==> config.mk <==
export PLATFORM = sky130hd
export DESIGN_NAME = usmf_top
export DESIGN_NICKNAME = d
export VERILOG_FILES = /design/src/pkg/usmf_pkg.sv /design/src/logic/usmf_rx.sv /design/src/logic/usmf_top.sv
export SDC_FILE = /design/constraint.sdc
export NUM_CORES = 1
export LEC_CHECK = 0
export BUFFER_PORTS_ARGS = -buffer_cell sky130_fd_sc_hd__buf_2
export CAP_MARGIN = 20
export CORE_ASPECT_RATIO = 0.9
export CORE_MARGIN = 4
export CORE_UTILIZATION = 45
export DETAILED_ROUTE_END_ITERATION = 6
export PLACE_DENSITY = 0.67
export SYNTH_ARGS = -nofsm -noshare
export SYNTH_HDL_FRONTEND = slang
export SYNTH_SLANG_ARGS = --single-unit
export TNS_END_PERCENT = 1
==> constraint.sdc <==
create_clock -name ref_clk -period 3.38 [get_ports ref_clk]
set_input_delay 0.169 -clock ref_clk [delete_from_list [all_inputs] [get_ports ref_clk]]
set_output_delay 0.169 -clock ref_clk [all_outputs]
set_load 0.02 [all_outputs]
==> src/pkg/usmf_pkg.sv <==
// Shared constants for the serial buffer, status and address filter block
package usmf_pkg;
  // Register byte offsets on the bus
  localparam logic [4:0] OFS_DATA = 5'h00; // Shared data window
  localparam logic [4:0] OFS_STAT_A = 5'h04; // Status register A
  localparam logic [4:0] OFS_CTRL_B = 5'h08; // Control register B
  localparam logic [4:0] OFS_CTRL_C = 5'h0C; // Frame format register
  localparam logic [4:0] OFS_BAUD = 5'h10; // Baud divider
  // Reset values
  localparam logic [7:0] RST_STAT_A = 8'h20; // Buffer empty only
  localparam logic [7:0] RST_CTRL_B = 8'h00;
  localparam logic [7:0] RST_CTRL_C = 8'h06; // Eight data bits
  localparam logic [11:0] RST_BAUD = 12'h000;
  // Status register A bit positions
  localparam int SA_RXC = 7;
  localparam int SA_TXC = 6;
  localparam int SA_UDRE = 5;
  localparam int SA_FE = 4;
  localparam int SA_DOR = 3;
  localparam int SA_PE = 2;
  localparam int SA_U2X = 1;
  localparam int SA_FILT = 0;
  // Control register B bit positions
  localparam int CB_RXCIE = 7;
  localparam int CB_TXCIE = 6;
  localparam int CB_UDRIE = 5;
  localparam int CB_RXEN = 4;
  localparam int CB_TXEN = 3;
  localparam int CB_SIZE2 = 2;
  localparam int CB_RX9 = 1;
  localparam int CB_TX9 = 0;
  // Frame format register bit positions
  localparam int CC_MODE_LO = 6;
  localparam int CC_PAR_ON = 5;
  localparam int CC_PAR_ODD = 4;
  localparam int CC_STOP2 = 3;
  localparam int CC_SIZE_LO = 1;
  // Samples per bit in normal and double speed
  localparam logic [4:0] SPB_NORMAL = 5'h10;
  localparam logic [4:0] SPB_DOUBLE = 5'h08;
  // Character size codes and lengths
  localparam logic [2:0] SIZE_NINE = 3'h7;
  localparam logic [3:0] LEN_FIVE = 4'h5;
  localparam logic [3:0] LEN_EIGHT = 4'h8;
  localparam logic [3:0] LEN_NINE = 4'h9;
  localparam logic [8:0] MASK_ALL = 9'h1FF;
  // Receiver states
  typedef enum logic [1:0] {RX_IDLE, RX_START, RX_BITS, RX_STOP} usmf_rx_e;
endpackage : usmf_pkg

==> src/logic/usmf_rx.sv <==
// Receive shifter: builds one frame from the serial input, stepping once per baud tick
module usmf_rx (
  input wire logic ref_clk,
  input wire logic nrst,
  input wire logic enable,
  input wire logic serial_in_pin,
  input wire logic tick,
  input wire logic [4:0] spb,
  input wire logic [3:0] nbits,
  input wire logic parity_check_on,
  input wire logic par_odd,
  output logic start_seen,
  output logic frame_valid,
  output logic [8:0] frame_data,
  output logic frame_stop,
  output logic frame_perr
);
  usmf_pkg::usmf_rx_e state_r; // Receiver state
  logic [4:0] smp_r; // Sample counter within a bit
  logic [3:0] idx_r; // Bit index in the frame
  logic [9:0] sh_r; // Data and parity bits by position
  logic [3:0] total; // Data bits plus parity
  logic [8:0] mask; // Valid data bits
  logic par_bit; // Received parity bit

  assign total = nbits + {3'h0, parity_check_on};
  assign mask = 9'(usmf_pkg::MASK_ALL >> (usmf_pkg::LEN_NINE - nbits));
  assign par_bit = sh_r[nbits];

  // Frame sequencer; upper unused bits leave as zero
  always_ff @(posedge ref_clk or negedge nrst) begin
    if (!nrst) begin
      state_r <= usmf_pkg::RX_IDLE;
      smp_r <= 5'h00;
      idx_r <= 4'h0;
      sh_r <= 10'h000;
      start_seen <= 1'b0;
      frame_valid <= 1'b0;
      frame_data <= 9'h000;
      frame_stop <= 1'b0;
      frame_perr <= 1'b0;
    end else begin
      start_seen <= 1'b0;
      frame_valid <= 1'b0;
      if (!enable) begin
        state_r <= usmf_pkg::RX_IDLE;
      end else if (tick) begin
        case (state_r)
          usmf_pkg::RX_IDLE: begin
            // A low line level on a tick starts a frame
            if (!serial_in_pin) begin
              state_r <= usmf_pkg::RX_START;
              smp_r <= 5'h01;
              start_seen <= 1'b1;
            end
          end
          usmf_pkg::RX_START: begin
            // Check the start bit at its centre
            if (smp_r == (spb >> 1)) begin
              state_r <= serial_in_pin ? usmf_pkg::RX_IDLE
                                       : usmf_pkg::RX_BITS;
              smp_r <= 5'h01;
              idx_r <= 4'h0;
              sh_r <= 10'h000;
            end else begin
              smp_r <= smp_r + 5'h01;
            end
          end
          usmf_pkg::RX_BITS: begin
            // Sample each bit at its centre
            if (smp_r == spb) begin
              sh_r[idx_r] <= serial_in_pin;
              smp_r <= 5'h01;
              idx_r <= idx_r + 4'h1;
              if (idx_r == total - 4'h1) begin
                state_r <= usmf_pkg::RX_STOP;
              end
            end else begin
              smp_r <= smp_r + 5'h01;
            end
          end
          usmf_pkg::RX_STOP: begin
            // Only the first stop bit is looked at
            if (smp_r == spb) begin
              state_r <= usmf_pkg::RX_IDLE;
              frame_valid <= 1'b1;
              frame_data <= sh_r[8:0] & mask;
              frame_stop <= serial_in_pin;
              frame_perr <= parity_check_on
                & (^(sh_r[8:0] & mask) ^ par_bit ^ par_odd);
            end else begin
              smp_r <= smp_r + 5'h01;
            end
          end
          default: state_r <= usmf_pkg::RX_IDLE;
        endcase
      end
    end
  end
endmodule : usmf_rx

==> src/logic/usmf_top.sv <==
// Serial buffers, status flags and address filter with Wishbone registers
module usmf_top #(
  parameter int RX_DEPTH = 2 // Receive FIFO entries
) (
  input wire logic ref_clk,
  input wire logic nrst,
  input wire logic wb_cyc_i,
  input wire logic wb_stb_i,
  input wire logic wb_we_i,
  input wire logic [4:0] wb_adr_i,
  input wire logic [31:0] wb_dat_i,
  input wire logic [3:0] wb_sel_i,
  output logic [31:0] wb_dat_o,
  output logic wb_ack_o,
  input wire logic serial_in_pin,
  output logic serial_out_pin,
  output logic serial_out_en,
  input wire logic cpu_global_irq_en,
  input wire logic tx_irq_ack,
  output logic rx_irq,
  output logic tx_irq,
  output logic udre_irq
);
  localparam int PW = $clog2(RX_DEPTH); // Pointer width
  localparam logic [PW:0] DEPTH_C = (PW + 1)'(RX_DEPTH);

  // Bus decode
  logic req; // New request this cycle
  logic wr_lane0; // Write hitting byte lane 0
  logic rd_data; // Read of the data window
  assign req = wb_cyc_i & wb_stb_i & ~wb_ack_o;
  // Effects land at the acked edge, where the master still holds the request
  assign wr_lane0 = wb_cyc_i & wb_stb_i & wb_ack_o & wb_we_i & wb_sel_i[0];
  assign rd_data = wb_cyc_i & wb_stb_i & wb_ack_o & ~wb_we_i
                 & (wb_adr_i == usmf_pkg::OFS_DATA);

  // Software controlled state
  logic txc_r; // Transmit complete
  logic u2x_r; // Double speed select
  logic filt_r; // Address filter enable
  logic [7:0] ctrl_b_r; // Control register B writable bits
  logic [7:0] ctrl_c_r; // Frame format
  logic [11:0] baud_r; // Baud divider
  logic baud_reload; // Prescaler restart on divider write

  // Receive FIFO with per-entry error bits
  logic [8:0] fifo_dat [RX_DEPTH]; // Data including ninth bit
  logic [RX_DEPTH-1:0] fifo_fe; // Frame error per entry
  logic [RX_DEPTH-1:0] fifo_pe; // Parity error per entry
  logic [PW-1:0] wr_ptr_r; // Write pointer
  logic [PW-1:0] rd_ptr_r; // Read pointer
  logic [PW:0] count_r; // Stored entries
  logic dor_r; // Overrun flag
  logic pend_r; // Character waiting in shift register
  logic [8:0] pend_dat_r; // Waiting character
  logic pend_fe_r; // Waiting frame error
  logic pend_pe_r; // Waiting parity error

  // Transmit side
  logic [8:0] txb_r; // Holding buffer with ninth bit
  logic txb_full_r; // Holding buffer occupied
  logic [12:0] tsh_r; // Frame being shifted, start first
  logic [3:0] tleft_r; // Bits left in frame
  logic [4:0] tsmp_r; // Sample counter for current bit
  logic tbusy_r; // Shifter busy

  // Frame format decode
  logic [2:0] size_code; // Combined size code
  logic [3:0] nbits; // Data bits per frame
  logic [4:0] spb; // Samples per bit
  logic [11:0] bcnt_r; // Prescaler
  logic tick; // One sample period
  logic fifo_full; // All RX_DEPTH entries used
  logic rd_pop; // Head leaves the FIFO
  assign size_code = {ctrl_b_r[usmf_pkg::CB_SIZE2],
                      ctrl_c_r[usmf_pkg::CC_SIZE_LO+1:usmf_pkg::CC_SIZE_LO]};
  always_comb begin
    // Reserved codes fall back to eight bits
    if (size_code == usmf_pkg::SIZE_NINE) begin
      nbits = usmf_pkg::LEN_NINE;
    end else if (size_code[2]) begin
      nbits = usmf_pkg::LEN_EIGHT;
    end else begin
      nbits = usmf_pkg::LEN_FIVE + {2'h0, size_code[1:0]};
    end
  end
  // Double speed only in asynchronous mode
  assign spb = (u2x_r && ctrl_c_r[usmf_pkg::CC_MODE_LO+1:usmf_pkg::CC_MODE_LO]
                == 2'h0) ? usmf_pkg::SPB_DOUBLE
                         : usmf_pkg::SPB_NORMAL;
  assign tick = (bcnt_r == 12'h000);
  assign baud_reload = wr_lane0 & (wb_adr_i == usmf_pkg::OFS_BAUD);
  assign fifo_full = (count_r == DEPTH_C);
  assign rd_pop = rd_data & (count_r != '0);

  // Baud prescaler, restarted when the divider is written
  always_ff @(posedge ref_clk or negedge nrst) begin
    if (!nrst) begin
      bcnt_r <= 12'h000;
    end else if (baud_reload || tick) begin
      bcnt_r <= baud_reload ? wb_dat_i[11:0] : baud_r;
    end else begin
      bcnt_r <= bcnt_r - 12'h001;
    end
  end

  // Receive engine
  logic rx_start; // Start bit seen
  logic rx_valid; // Frame complete
  logic [8:0] rx_dat; // Frame data
  logic rx_stop; // First stop bit
  logic rx_perr; // Parity mismatch
  logic rx_type; // Frame type bit
  logic rx_keep; // Frame survives the filter
  logic rx_en; // Receiver enable
  assign rx_en = ctrl_b_r[usmf_pkg::CB_RXEN];
  usmf_rx u_rx (
    .ref_clk(ref_clk),
    .nrst(nrst),
    .enable(rx_en),
    .serial_in_pin(serial_in_pin),
    .tick(tick),
    .spb(spb),
    .nbits(nbits),
    .parity_check_on(ctrl_c_r[usmf_pkg::CC_PAR_ON]),
    .par_odd(ctrl_c_r[usmf_pkg::CC_PAR_ODD]),
    .start_seen(rx_start),
    .frame_valid(rx_valid),
    .frame_data(rx_dat),
    .frame_stop(rx_stop),
    .frame_perr(rx_perr)
  );
  // Type from ninth bit or first stop bit
  assign rx_type = (nbits == usmf_pkg::LEN_NINE) ? rx_dat[8]
                                                  : rx_stop;
  // Data frames dropped while filtering; address frames kept
  assign rx_keep = rx_valid & (~filt_r | rx_type);

  // FIFO pointers, pending character and overrun
  always_ff @(posedge ref_clk or negedge nrst) begin
    if (!nrst) begin
      wr_ptr_r <= '0;
      rd_ptr_r <= '0;
      count_r <= '0;
      pend_r <= 1'b0;
      dor_r <= 1'b0;
    end else if (!rx_en) begin
      // Disable flushes and clears errors
      wr_ptr_r <= '0;
      rd_ptr_r <= '0;
      count_r <= '0;
      pend_r <= 1'b0;
      dor_r <= 1'b0;
    end else begin
      if (rd_pop) begin
        rd_ptr_r <= PW'((rd_ptr_r + 1'b1) % RX_DEPTH);
      end
      // Pending character refills the slot freed by a read
      if ((rx_keep && (!fifo_full || rd_pop)) || (pend_r && rd_pop)) begin
        wr_ptr_r <= PW'((wr_ptr_r + 1'b1) % RX_DEPTH);
        if (!rd_pop) begin
          count_r <= count_r + 1'b1;
        end
      end else if (rd_pop) begin
        count_r <= count_r - 1'b1;
      end
      if (pend_r && rd_pop) begin
        pend_r <= rx_keep;
      end else if (rx_keep && fifo_full && !rd_pop) begin
        pend_r <= 1'b1;
      end
      // Overrun waits for a read of the buffer
      if (fifo_full && pend_r && rx_start) begin
        dor_r <= 1'b1;
      end else if (rd_pop) begin
        dor_r <= 1'b0;
      end
    end
  end

  // FIFO and pending storage, error bits kept per entry
  always_ff @(posedge ref_clk or negedge nrst) begin
    if (!nrst) begin
      for (int i = 0; i < RX_DEPTH; i++) begin
        fifo_dat[i] <= 9'h000;
      end
      fifo_fe <= '0;
      fifo_pe <= '0;
      pend_dat_r <= 9'h000;
      pend_fe_r <= 1'b0;
      pend_pe_r <= 1'b0;
    end else begin
      if (pend_r && rd_pop) begin
        fifo_dat[wr_ptr_r] <= pend_dat_r;
        fifo_fe[wr_ptr_r] <= pend_fe_r;
        fifo_pe[wr_ptr_r] <= pend_pe_r;
      end else if (rx_keep && (!fifo_full || rd_pop)) begin
        fifo_dat[wr_ptr_r] <= rx_dat;
        fifo_fe[wr_ptr_r] <= ~rx_stop;
        fifo_pe[wr_ptr_r] <= rx_perr;
      end
      if (rx_keep && fifo_full) begin
        pend_dat_r <= rx_dat;
        pend_fe_r <= ~rx_stop;
        pend_pe_r <= rx_perr;
      end
    end
  end

  // Head flags
  logic rxc; // Unread data present
  logic fe_head; // Frame error of head
  logic pe_head; // Parity error of head
  assign rxc = (count_r != '0);
  assign fe_head = rxc & fifo_fe[rd_ptr_r];
  assign pe_head = rxc & fifo_pe[rd_ptr_r];

  // Software registers; error bits are read only
  always_ff @(posedge ref_clk or negedge nrst) begin
    if (!nrst) begin
      u2x_r <= 1'b0;
      filt_r <= 1'b0;
      ctrl_b_r <= usmf_pkg::RST_CTRL_B;
      ctrl_c_r <= usmf_pkg::RST_CTRL_C;
      baud_r <= usmf_pkg::RST_BAUD;
    end else if (wr_lane0) begin
      case (wb_adr_i)
        usmf_pkg::OFS_STAT_A: begin
          u2x_r <= wb_dat_i[usmf_pkg::SA_U2X];
          filt_r <= wb_dat_i[usmf_pkg::SA_FILT];
        end
        usmf_pkg::OFS_CTRL_B: begin
          ctrl_b_r <= wb_dat_i[7:0];
        end
        usmf_pkg::OFS_CTRL_C: begin
          ctrl_c_r <= wb_dat_i[7:0];
        end
        usmf_pkg::OFS_BAUD: begin
          baud_r <= wb_dat_i[11:0];
        end
        default: ;
      endcase
    end
  end

  // Transmit holding buffer; writes ignored while occupied
  logic tx_load; // Buffer moves into the shifter
  logic tx_en; // Transmitter enable
  assign tx_en = ctrl_b_r[usmf_pkg::CB_TXEN];
  assign tx_load = txb_full_r & ~tbusy_r & tx_en;
  always_ff @(posedge ref_clk or negedge nrst) begin
    if (!nrst) begin
      txb_r <= 9'h000;
      txb_full_r <= 1'b0;
    end else if (wr_lane0 && wb_adr_i == usmf_pkg::OFS_DATA
                 && !txb_full_r) begin
      txb_r <= {ctrl_b_r[usmf_pkg::CB_TX9], wb_dat_i[7:0]};
      txb_full_r <= 1'b1;
    end else if (tx_load) begin
      txb_full_r <= 1'b0;
    end
  end

  // Transmit frame built from size, parity and stop setting only
  logic [12:0] tframe; // Assembled frame, start bit at bit 0
  logic [3:0] tlen; // Frame length in bits
  logic [8:0] tdat; // Data bits in use
  always_comb begin
    tdat = txb_r & 9'(usmf_pkg::MASK_ALL >> (usmf_pkg::LEN_NINE - nbits));
    tframe = {4'hF, tdat} << 1;
    tframe[nbits + 4'h1] = ctrl_c_r[usmf_pkg::CC_PAR_ON]
      ? (^tdat ^ ctrl_c_r[usmf_pkg::CC_PAR_ODD]) : 1'b1;
    tlen = nbits + 4'h2 + {3'h0, ctrl_c_r[usmf_pkg::CC_PAR_ON]}
         + {3'h0, ctrl_c_r[usmf_pkg::CC_STOP2]};
  end

  // Transmit shifter, LSB first
  always_ff @(posedge ref_clk or negedge nrst) begin
    if (!nrst) begin
      tsh_r <= 13'h1FFF;
      tleft_r <= 4'h0;
      tsmp_r <= 5'h00;
      tbusy_r <= 1'b0;
    end else if (tx_load) begin
      tsh_r <= tframe;
      tleft_r <= tlen;
      tsmp_r <= 5'h00;
      tbusy_r <= 1'b1;
    end else if (tbusy_r && tick) begin
      if (tsmp_r == spb - 5'h01) begin
        tsmp_r <= 5'h00;
        tsh_r <= {1'b1, tsh_r[12:1]};
        tleft_r <= tleft_r - 4'h1;
        tbusy_r <= (tleft_r != 4'h1);
      end else begin
        tsmp_r <= tsmp_r + 5'h01;
      end
    end
  end

  // Transmit complete: set wins over ack or write-one clear
  logic tx_done; // Last bit just left with nothing waiting
  assign tx_done = tbusy_r & tick & (tsmp_r == spb - 5'h01)
                 & (tleft_r == 4'h1) & ~txb_full_r;
  always_ff @(posedge ref_clk or negedge nrst) begin
    if (!nrst) begin
      txc_r <= 1'b0;
    end else if (tx_done) begin
      txc_r <= 1'b1;
    end else if (tx_irq_ack || (wr_lane0 && wb_adr_i == usmf_pkg::OFS_STAT_A
                 && wb_dat_i[usmf_pkg::SA_TXC])) begin
      txc_r <= 1'b0;
    end
  end

  // Read mux, bus answer and pin drivers
  logic [7:0] stat_a; // Status register A image
  logic [31:0] rd_mux; // Read data
  assign stat_a = {rxc, txc_r, ~txb_full_r, fe_head, dor_r, pe_head,
                   u2x_r, filt_r};
  always_comb begin
    case (wb_adr_i)
      usmf_pkg::OFS_DATA: rd_mux = {24'h0, fifo_dat[rd_ptr_r][7:0]
                                    & {8{rxc}}};
      usmf_pkg::OFS_STAT_A: rd_mux = {24'h0, stat_a};
      usmf_pkg::OFS_CTRL_B: rd_mux = {24'h0, ctrl_b_r[7:2],
                                      rxc & fifo_dat[rd_ptr_r][8],
                                      ctrl_b_r[0]};
      usmf_pkg::OFS_CTRL_C: rd_mux = {24'h0, ctrl_c_r};
      usmf_pkg::OFS_BAUD: rd_mux = {20'h0, baud_r};
      default: rd_mux = 32'h0000_0000;
    endcase
  end
  always_ff @(posedge ref_clk or negedge nrst) begin
    if (!nrst) begin
      wb_ack_o <= 1'b0;
      wb_dat_o <= 32'h0000_0000;
      serial_out_pin <= 1'b1;
      serial_out_en <= 1'b0;
      rx_irq <= 1'b0;
      tx_irq <= 1'b0;
      udre_irq <= 1'b0;
    end else begin
      wb_ack_o <= req;
      wb_dat_o <= req ? rd_mux : 32'h0000_0000;
      serial_out_pin <= tsh_r[0];
      // Pin held until pending work drains
      serial_out_en <= tx_en | tbusy_r | txb_full_r;
      rx_irq <= ctrl_b_r[usmf_pkg::CB_RXCIE] & cpu_global_irq_en
              & rxc;
      tx_irq <= ctrl_b_r[usmf_pkg::CB_TXCIE] & cpu_global_irq_en
              & txc_r;
      udre_irq <= ctrl_b_r[usmf_pkg::CB_UDRIE] & cpu_global_irq_en
                & ~txb_full_r;
    end
  end

  // Checks
  a_filter_drops: assert property (@(posedge ref_clk) disable iff (!nrst)
    rx_en && rx_valid && filt_r && !rx_type && !rd_pop
    |=> count_r == $past(count_r))
    else $error("data frame stored while filtering");
  a_addr_kept: assert property (@(posedge ref_clk) disable iff (!nrst)
    rx_valid && rx_type && rx_en && count_r == '0 && !rd_pop |=> rxc)
    else $error("address frame not stored");
  a_full_write_ign: assert property (@(posedge ref_clk) disable iff (!nrst)
    txb_full_r && !tx_load |=> txb_r == $past(txb_r))
    else $error("busy buffer overwritten");
  a_rx_disable: assert property (@(posedge ref_clk) disable iff (!nrst)
    !rx_en |=> !rxc && !dor_r && !fe_head && !pe_head)
    else $error("disable did not flush");
  a_txc_set: assert property (@(posedge ref_clk) disable iff (!nrst)
    tx_done |=> txc_r)
    else $error("transmit complete missed");
  a_rx_irq: assert property (@(posedge ref_clk) disable iff (!nrst)
    rx_irq |-> $past(rxc) && $past(cpu_global_irq_en))
    else $error("receive interrupt without cause");
  a_pop_read: assert property (@(posedge ref_clk) disable iff (!nrst)
    rx_en && rd_pop && !rx_keep && !pend_r
    |=> count_r == $past(count_r) - 1'b1)
    else $error("read did not advance fifo");
  a_load_shift: assert property (@(posedge ref_clk) disable iff (!nrst)
    tx_load |=> tbusy_r && !txb_full_r ##1 !serial_out_pin)
    else $error("load did not start frame");
endmodule : usmf_top

## Word level (Yosys, flattened, before mapping)

Index checks and enable logic that the tools add are counted.
Widths: inputs -> output; s select.

- Flip-flop bits (word level): 187
- Input bits: 49
- Output and inout port bits: 38
- Word-level logic and storage cells: 290

- Add/subtract/negate cells: 18
- Order comparisons: 11
- Eq/ne operators: 32
- Shift operators: 1
- Mux-type cells: 98
- Bitwise operators: 43
- Reductions and logical operators: 46

Operator list:

| operator | number |
|---|---|
| $pmux 12 s5 | 1 |
| $mux 5 | 8 |
| $mux 13 | 3 |
| $bwmux 18 | 2 |
| $mux 18 | 2 |
| $mux 9 | 4 |
| $mux 1 | 35 |
| $mux 2 | 16 |
| $mux 32 | 1 |
| $mux 4 | 7 |
| $and 1x1->1 | 26 |
| $mux 12 | 2 |
| $mux 10 | 2 |
| $pmux 10 s2 | 1 |
| $pmux 5 s4 | 1 |
| $and 9x9->9 | 2 |
| $reduce_xor 9->1 | 2 |
| $logic_and 1x1->1 | 16 |
| $lt 4x5->1 const B | 3 |
| $reduce_bool 2->1 | 7 |
| $bwmux 13 | 1 |
| $add 4x1->4 | 3 |
| $logic_not 12->1 | 1 |
| $ne 3x2->1 const B | 4 |
| other kinds (54) | 99 |

## Logic depth before layout (Yosys ltp)

Gate-level depths: netlist of run 1.

- Word-level depth: 12
- Gate-level depth with buffers: 12
- Gate-level depth less buffers: 11

## Hierarchy

A second synthesis of run 1 with hierarchy kept.

- Cells, all modules: 881
- Area, all modules: 9021.2 sq um

Modules (own cells, without submodules):

| module | times used | cells an instance | area an instance (sq um) | seq. area each (sq um) |
|---|---|---|---|---|
| usmf_top | 1 | 624 | 6735.2 | 3323.2 |
| usmf_rx | 1 | 257 | 2285.9 | 850.8 |

## Worst setup path before layout of run 1

OpenSTA, ideal clock, no wires.

- Path kind: reg2reg
- Start: reg ctrl_c_r[1]
- End: reg tsh_r[4]
- Library setup time: 0.110 ns
- Data arrival time: 2.736 ns
- Data required time: 3.270 ns
- Path slack: 0.535 ns
- Cell stages (with the launch flop): 11
- Path buffers: 0
- Period minus slack after synthesis: 2.845 ns
- Cell sequence: dfstp_2 -> ha_1 -> nor2b_1 -> clkinv_1 -> ha_1 -> a21oi_1 -> o21ai_1 -> mux2i_1 -> mux2i_1 -> xnor2_1 -> a41oi_1

- Longest elaborated chain between the ends: 11
- Elaborated cells between the ends (all ways): 18
- Classes of those cells: 3 x add/sub; 2 x order compare; 1 x eq/ne; 1 x shift; 7 x mux; 2 x bitwise; 2 x reduce/logical

RTL lines:

| what | line | text |
|---|---|---|
| start, declared | usmf_top.sv:42 | `logic [7:0] ctrl_c_r;` |
| start signal, assigned | usmf_top.sv:224 | `ctrl_c_r <= usmf_pkg::RST_CTRL_C;` |
| start signal, assigned | usmf_top.sv:236 | `ctrl_c_r <= wb_dat_i[7:0];` |
| $add 3x2->4 | usmf_top.sv:84 | `nbits = usmf_pkg::LEN_FIVE + {2'h0, size_code[1:0]};` |
| $mux 4 | usmf_top.sv:81 | `end else if (size_code[2]) begin` |
| $mux 4 (*) | usmf_top.sv:79 | `if (size_code == usmf_pkg::SIZE_NINE) begin` |
| $sub 4x4->4 | usmf_top.sv:269 | `tdat = txb_r & 9'(usmf_pkg::MASK_ALL >> (usmf_pkg::LEN_NINE - nbits));` |
| $shr 9x4->9 | usmf_top.sv:269 |  |
| $and 9x9->9 | usmf_top.sv:269 |  |
| $reduce_xor 9->1 | usmf_top.sv:272 | `? (^tdat ^ ctrl_c_r[usmf_pkg::CC_PAR_ODD]) : 1'b1;` |
| $xor 1x1->1 | usmf_top.sv:272 |  |
| $mux 1 | usmf_top.sv:272 |  |
| $bwmux 13 (*) | usmf_top.sv:271 | `tframe[nbits + 4'h1] = ctrl_c_r[usmf_pkg::CC_PAR_ON]` |
| $mux 13 (*) | usmf_top.sv:284 | `end else if (tx_load) begin` |
| end signal, assigned | usmf_top.sv:285 | `tsh_r <= tframe;` |
| end signal, assigned | usmf_top.sv:292 | `tsh_r <= {1'b1, tsh_r[12:1]};` |
| end, declared | usmf_top.sv:62 | `logic [12:0] tsh_r;` |

Mark *: on every way between the ends. The rest lies on a longest branch, timed or not.
A chain may end at the register's enable or synchronous reset.

## Worst setup path in the final report of run 1

- Start: reg ctrl_c_r[2]
- End: reg tsh_r[4]

Same word-level chain as after synthesis.

==> impl_metrics.csv, run 1 <==
group,metric,value,unit
synth,synth-async-reset-ratio,100,%
critical_path,critPathCaptureType,"flop",
placed_design,placed_cells,1131,
placed_design,hpwlAfterDp,14.2,mm
timing,slew_viol_final,0,
hold_path,hold-path-endpoint,"baud_r[8]$_DFFE_PN0P_",
timing,post-route-period-util,87.0,%
die,core-area,19300,µm²
critical_path,worstPathArrival,3.27,ns
global_routing,antenna_found_initial,0,
timing,timing.final.hold_violations,0,
placed_design,port_buffers,43,
die,num_rows,48,
clocking,cts.path.max_buffers,2,
clocking,cts.clk_slew.worst_paths,0.07,ns
synth,synthCells,858,
final_layout,seqCellArea,4170,µm²
timing,timing.fmax,340,MHz
power,max-vdd-ir-drop,0.000314,V
timing,rsz0062_at_grt,"no",
synth,synthesis.area,8860,µm²
timing,maxSlewHeadroom,36.8,%
timing,totalNegativeSetupSlack,0,ns
placed_design,gp_congestion,0.852,
final_layout,final_cells,1167,
die,initial_core_util,46.0,%
drt,route.vias.total,6369,
critical_path,crit_path_max_fanout,8,
critical_path,start_kind,"flop",
hold_path,min-delay-path-class,"input port to flop",
final_layout,num-fill-cells,1739,
critical_path,reg2reg_to,"tsh_r[4]$_DFFE_PN1P_",
clocking,htreeDepth,4,
outcome,outcome,"completed",
synth,synth_area_leader_cell,"dfrtp_1",
final_layout,nets,974,
die,io-pin-count,87,
critical_path,required,3.71,ns
global_routing,grt_pass1_wl,32.9,mm
power,power_density,495,nW/µm²
synth,avgSynthCellArea,10.3,µm²
drt,drt_pass1_iterations,4,
drt,dr.first_iter.drc_count,418,
synth,synth_cell_type_count,73,
drt,antenna_left,0,
die,die_w,156,µm
synth,ys_ff_latch,166,
die,die_area,22000,µm²
critical_path,crit_type,"flop to flop",
global_routing,grt-ovfl-total,0,
flow_run,drv_cap,0,
synth,yosysWarnings,0,
clocking,root_buffer,"clkbuf_16",
timing,setup_viol,0,
synth,yosysSeqAreaShare,47.1,%
critical_path,r2r_setup_slack,0.44,ns
global_routing,grt_start_max_net_pins,68,
die,fp.dieH,141,µm
clocking,cts_setup_buffers,0,
power,leakage,4.74,nW
global_routing,grt_pass1_vias,6296,
global_routing,track_usage,18.7,%
clocking,clk_latency,0.43,ns
timing,worst_slew_pin_slew,0.948,ns
clocking,cts_tree,"done",
critical_path,worstRegToRegCells,10,
final_layout,n_antenna_cell,0,
drt,via_per_inst,5.46,
timing,fin_crit,2.94,ns
timing,skew,0.00867,ns
clocking,clock_sink_count,166,
drt,routedWlPerCell,17.2,µm
hold_path,whs_path_depth,2,
final_layout,multi_input_area,4360,µm²
drt,wl,20.0,mm
synth,synth_edf_count,0,
final_layout,layout-drive-gt1-share,22.7,%
final_layout,area_growth,12.2,%
critical_path,worstReg2RegStart,"ctrl_c_r[2]$_DFFE_PN1P_",
clocking,cts_buffers,17,
synth,synth_commonest_cells,"dfrtp_1 (150), nand2_1 (107), mux2_2 (79), a21oi_1 (57), nor2_1 (57)",
hold_path,min-delay-start,"wb_dat_i[8]",
synth,synth_area_leaders,"dfrtp_1 (42%), mux2_2 (10%), dfstp_2 (4.7%)",
synth,ys.flop_type,"dfrtp_1",
synth,yosysMostFrequentCell,"dfrtp_1",
synth,synth_top_area_share,42.4,%
drt,post-route-drc-count,0,
[what timing repair did]
item / CTS / global route
hold endpoints to repair: 68 / 0
resized for setup: 0 / 1
setup endpoints to repair: 0 / 1
hold buffers: 4 / 0
[cell type report]
| type | count | share of cell area, % |
|---|---|---|
| multi-input cells | 631 | 43.8 |
| flip-flops and latches | 166 | 42.0 |
| clock buffers | 17 | 4.28 |
| repair buffers | 66 | 4.19 |
| well taps | 250 | 3.15 |
| clock inverters | 15 | 1.80 |
| inverters | 22 | 0.830 |
[cell usage in the layout, fill, tap and decap left out, drive strengths merged, types with 7 or more instances in the layout]
| cell type | instances |
|---|---|
| mux2 | 79 |
| nor2 | 57 |
| or3 | 7 |
| inv | 30 |
| a22oi | 10 |
| clkbuf | 17 |
| nand3 | 18 |
| dfstp | 16 |
| ha | 21 |
| xnor2 | 20 |
| dfrtp | 150 |
| nor3 | 11 |
| conb | 20 |
| nor2b | 9 |
| mux2i | 24 |
| a21oi | 58 |
| nand2 | 107 |
| a22o | 16 |
| xor2 | 13 |
| and3 | 20 |
| buf | 62 |
| o21ai | 52 |
[kinds of logic (layout without fill, tap and decap cells)]
family / after synthesis / after routing / share of synthesized area [%]
and+or+nand+nor: 273 / 273 / 15.9
AOI/OAI and AO/OA: 177 / 177 / 12.3
DFF: 166 / 166 / 47.1
muxes: 104 / 104 / 13.0
buffers and inverters: 80 / 120 / 4.64
xor gates and xnor gates: 36 / 36 / 4.04
adders and majority gates: 21 / 21 / 2.96
other: 1 / 20 / 0.0423
[sequential cells by signal, summed over array words and instances, names as in the netlist, 4 cells and up]
register / count
fifo_dat: 18
tsh_r: 13
baud_r: 12
bcnt_r: 12
wb_dat_o: 12
u_rx.sh_r: 10
pend_dat_r: 9
txb_r: 9
u_rx.frame_data: 9
ctrl_c_r: 8
ctrl_b_r: 7
tsmp_r: 5
u_rx.smp_r: 5
tleft_r: 4
u_rx.idx_r: 4
[critical path, stage by stage, from the launching register on]
cell and delay [ns]:
dfstp_2 0.54, ha_1 0.19, nor2b_1 0.26, clkinv_1 0.13, ha_1 0.32, buf_4 0.16
a21oi_1 0.35, a32oi_1 0.13, mux2i_1 0.19, xnor2_2 0.38, a41oi_1 0.18
[through the flow]
step / utilization, % / total power [mW] / instance area [µm²] / hold WS [ns] / worst slack, ns
2_1_floorplan: - / 2.79 / 8930 / -0.127 / 0.535
3_3_place_gp: 48.2 / 2.94 / 9290 / 0.212 / 0.364
3_5_place_dp: 48.2 / 2.96 / 9290 / 0.208 / 0.335
4_1_cts: 51.6 / 4.96 / 9940 / 0.00300 / 0.299
5_1_grt: 51.6 / 5.16 / 9950 / 0.00560 / 0.209
6_report: 51.6 / 4.92 / 9950 / 0.0134 / 0.439
[how the worst max path moves through the flow]
| stage | slack (ns) | to | from |
|---|---|---|---|
| after detailed placement | 0.33 | tsh_r[4]$_DFFE_PN1P_ | ctrl_c_r[1]$_DFFE_PN1P_ |
| after global placement | 0.36 | tsh_r[4]$_DFFE_PN1P_ | ctrl_c_r[1]$_DFFE_PN1P_ |
| after global routing | 0.21 | tsh_r[4]$_DFFE_PN1P_ | ctrl_c_r[2]$_DFFE_PN1P_ |
| after CTS | 0.30 | tsh_r[4]$_DFFE_PN1P_ | ctrl_c_r[1]$_DFFE_PN1P_ |
| final | 0.44 | tsh_r[4]$_DFFE_PN1P_ | ctrl_c_r[2]$_DFFE_PN1P_ |
| after floorplan | 0.53 | tsh_r[4]$_DFFE_PN1P_ | ctrl_c_r[1]$_DFFE_PN1P_ |
[metal layers]
metal  part of all wire [%]  track usage (%)  up-vias  wire length, µm
li1                       -                -     3107                -
met4                    1.3             4.61        0              251
met5                      0                0        -                0
met2                     46             29.2      132             9210
met3                    4.4             3.78       21              873
met1                     48             27.0     3109             9690
[power breakdown]
part           total (mW)  internal (mW)  switching, mW
Sequential           2.24           2.10          0.140
Clock                1.99           1.06          0.929
Combinational       0.689          0.310          0.379
No activity file was read; power rests on OpenSTA's default activity.
==> run 2, diff against run 1 <==
--- a/config.mk
+++ b/config.mk
@@ -9,9 +9,9 @@
 export CAP_MARGIN = 20
 export CORE_ASPECT_RATIO = 0.9
 export CORE_MARGIN = 4
-export CORE_UTILIZATION = 45
+export CORE_UTILIZATION = 60
 export DETAILED_ROUTE_END_ITERATION = 6
-export PLACE_DENSITY = 0.67
+export PLACE_DENSITY = 0.85
 export SYNTH_ARGS = -nofsm -noshare
 export SYNTH_HDL_FRONTEND = slang
 export SYNTH_SLANG_ARGS = --single-unit
==> impl_metrics.csv, run 2 (same netlist as run 1, synthesis figures left out) <==
group,metric,value,unit
final_layout,largest_reg_flops,18,
clocking,clk_latency,0.44,ns
clocking,cts_tree,"done",
clocking,htreeDepth,4,
placed_design,hpwlAfterDp,14.1,mm
die,initial_core_util,62.1,%
final_layout,reg_top3,"fifo_dat: 18 flops, tsh_r: 13 flops",
drt,via_per_inst,6.13,
final_layout,most-common-layout-cells,"dfrtp_1 (150), nand2_1 (107), mux2_2 (79)",
placed_design,place_area,9180,µm²
hold_path,hold-path-endpoint,"udre_irq$_DFF_PN0_",
critical_path,critPathCaptureType,"flop",
critical_path,r2r_setup_slack,0.24,ns
timing,rsz0062_at_grt,"no",
power,p_total,5.12,mW
drt,dr_wl_met3,1.52,mm
global_routing,grt_pass1_vias,6552,
placed_design,port_buffers,43,
timing,setup_viol,0,
timing,timing.hold.ws,0.0211,ns
die,die_w,136,µm
global_routing,grt_start_max_net_pins,94,
clocking,cts_buffers,17,
clocking,cts.clk_slew.worst_paths,0.07,ns
critical_path,worstReg2RegStart,"ctrl_c_r[2]$_DFFE_PN1P_",
timing,timing.fmax,318,MHz
power,leakage,4.74,nW
hold_path,min-delay-start,"cpu_global_irq_en",
drt,drt_pass1_iterations,5,
hold_path,min-delay-path-class,"input port to flop",
global_routing,track_usage,26.0,%
final_layout,area_growth,11.7,%
global_routing,antenna_found_initial,0,
global_routing,grt_pass1_wl,33.7,mm
final_layout,design_area,9900,µm²
timing,totalNegativeSetupSlack,0,ns
clocking,cts.path.max_buffers,2,
power,max-vdd-ir-drop,0.000416,V
timing,post-route-period-util,92.9,%
critical_path,crit_type,"flop to flop",
clocking,root_buffer,"clkbuf_16",
timing,slew_viol_final,0,
placed_design,gp_congestion,0.849,
die,io-pin-count,87,
clocking,cts_setup_buffers,0,
final_layout,layout-drive-gt1-share,22.0,%
critical_path,crit_path_max_fanout,12,
drt,top_layer_used,"met4",
final_layout,largest-register,"fifo_dat",
critical_path,startpoint,"ctrl_c_r[2]$_DFFE_PN1P_",
die,num_rows,41,
drt,dr.first_iter.drc_count,532,
flow_run,drv_cap,0,
final_layout,nets,970,
global_routing,grt-ovfl-total,0,
critical_path,required,3.71,ns
critical_path,start_kind,"flop",
timing,maxSlewHeadroom,36.2,%
die,fp.dieH,123,µm
critical_path,reg2reg_to,"tsh_r[4]$_DFFE_PN1P_",
timing,skew,0.00904,ns
drt,route.vias.total,6778,
drt,routedWlPerCell,18.9,µm
outcome,outcome,"completed",
timing,worst_slew_pin_slew,0.956,ns
final_layout,n_antenna_cell,0,
timing,fin_crit,3.14,ns
hold_path,whs_path_depth,3,
timing,timing.final.hold_violations,0,
die,die_area,16800,µm²
power,power_density,517,nW/µm²
drt,antenna_left,0,
drt,wl,20.9,mm
drt,routed-wl-met2,9.91,mm
drt,met1_length,8.75,mm
drt,post-route-drc-count,0,
final_layout,final_common_cell,"dfrtp_1",
critical_path,worstPathArrival,3.47,ns
critical_path,worstRegToRegCells,10,
clocking,clock_sink_count,166,
die,core-area,14300,µm²
==> run 2: changes by cell type in the layout (fill, tap and decap cells not counted), sizes merged <==
cell         change
dlygate4sd3      +2
clkinvlp         +1
buf              -6
bufinv           +3
clkinv           -3
clkbuf           +2
inv              -3
==> run 2: stage by stage <==
stage          util [%]  setup slack (ns)  cells
2_1_floorplan         -             0.535    877
3_3_place_gp       64.4             0.247   1068
3_5_place_dp       64.4             0.118   1068
4_1_cts            69.4            0.0841   1106
5_1_grt            69.4            0.0483   1106
6_report           69.4             0.239   1106
==> run 2: power breakdown <==
part | switching, mW | internal, mW
clock network | 0.860 | 1.29
registers | 0.148 | 2.10
logic | 0.407 | 0.313
==> run 2: worst max path at each step <==
stage / slack [ns] / cells after the start / end
global placement: 0.25 / 10 / tsh_r[4]$_DFFE_PN1P_
CTS: 0.08 / 10 / tsh_r[4]$_DFFE_PN1P_
detailed placement: 0.12 / 10 / tsh_r[4]$_DFFE_PN1P_
finish: 0.24 / 10 / tsh_r[4]$_DFFE_PN1P_
global route: 0.05 / 10 / tsh_r[4]$_DFFE_PN1P_
floorplan: 0.53 / 10 / tsh_r[4]$_DFFE_PN1P_
==> run 2: layout make-up <==
type | instances | area (µm²)
well taps | 193 | 241
repair buffers | 62 | 392
clock buffers | 19 | 443
inverters | 22 | 82.6
multi-input cells | 631 | 4360
flip-flops and latches | 166 | 4170
fillers | 1019 | 4360
clock inverters | 13 | 213
==> run 2: worst max-delay path, cell delays in order, from the launching register on <==
cell	delay, ns
dfstp_2	0.67
ha_1	0.25
nor2b_1	0.28
clkinv_1	0.13
ha_1	0.39
a21oi_1	0.11
o21ai_1	0.30
mux2i_1	0.23
mux2i_1	0.13
xnor2_2	0.37
a41oi_1	0.17
==> run 2: repair_timing <==
item / CTS / global route
setup endpoints to repair: 0 / 8
endpoints found under the hold margin: 93 / 0
hold buffers: 6 / 0
gates resized for setup: 0 / 1
==> run 2: metal layers <==
layer	vias up	track usage [%]
li1	3104	-
met1	3305	33.9
met2	297	41.2
met3	72	6.47
met4	0	12.2
met5	-	0
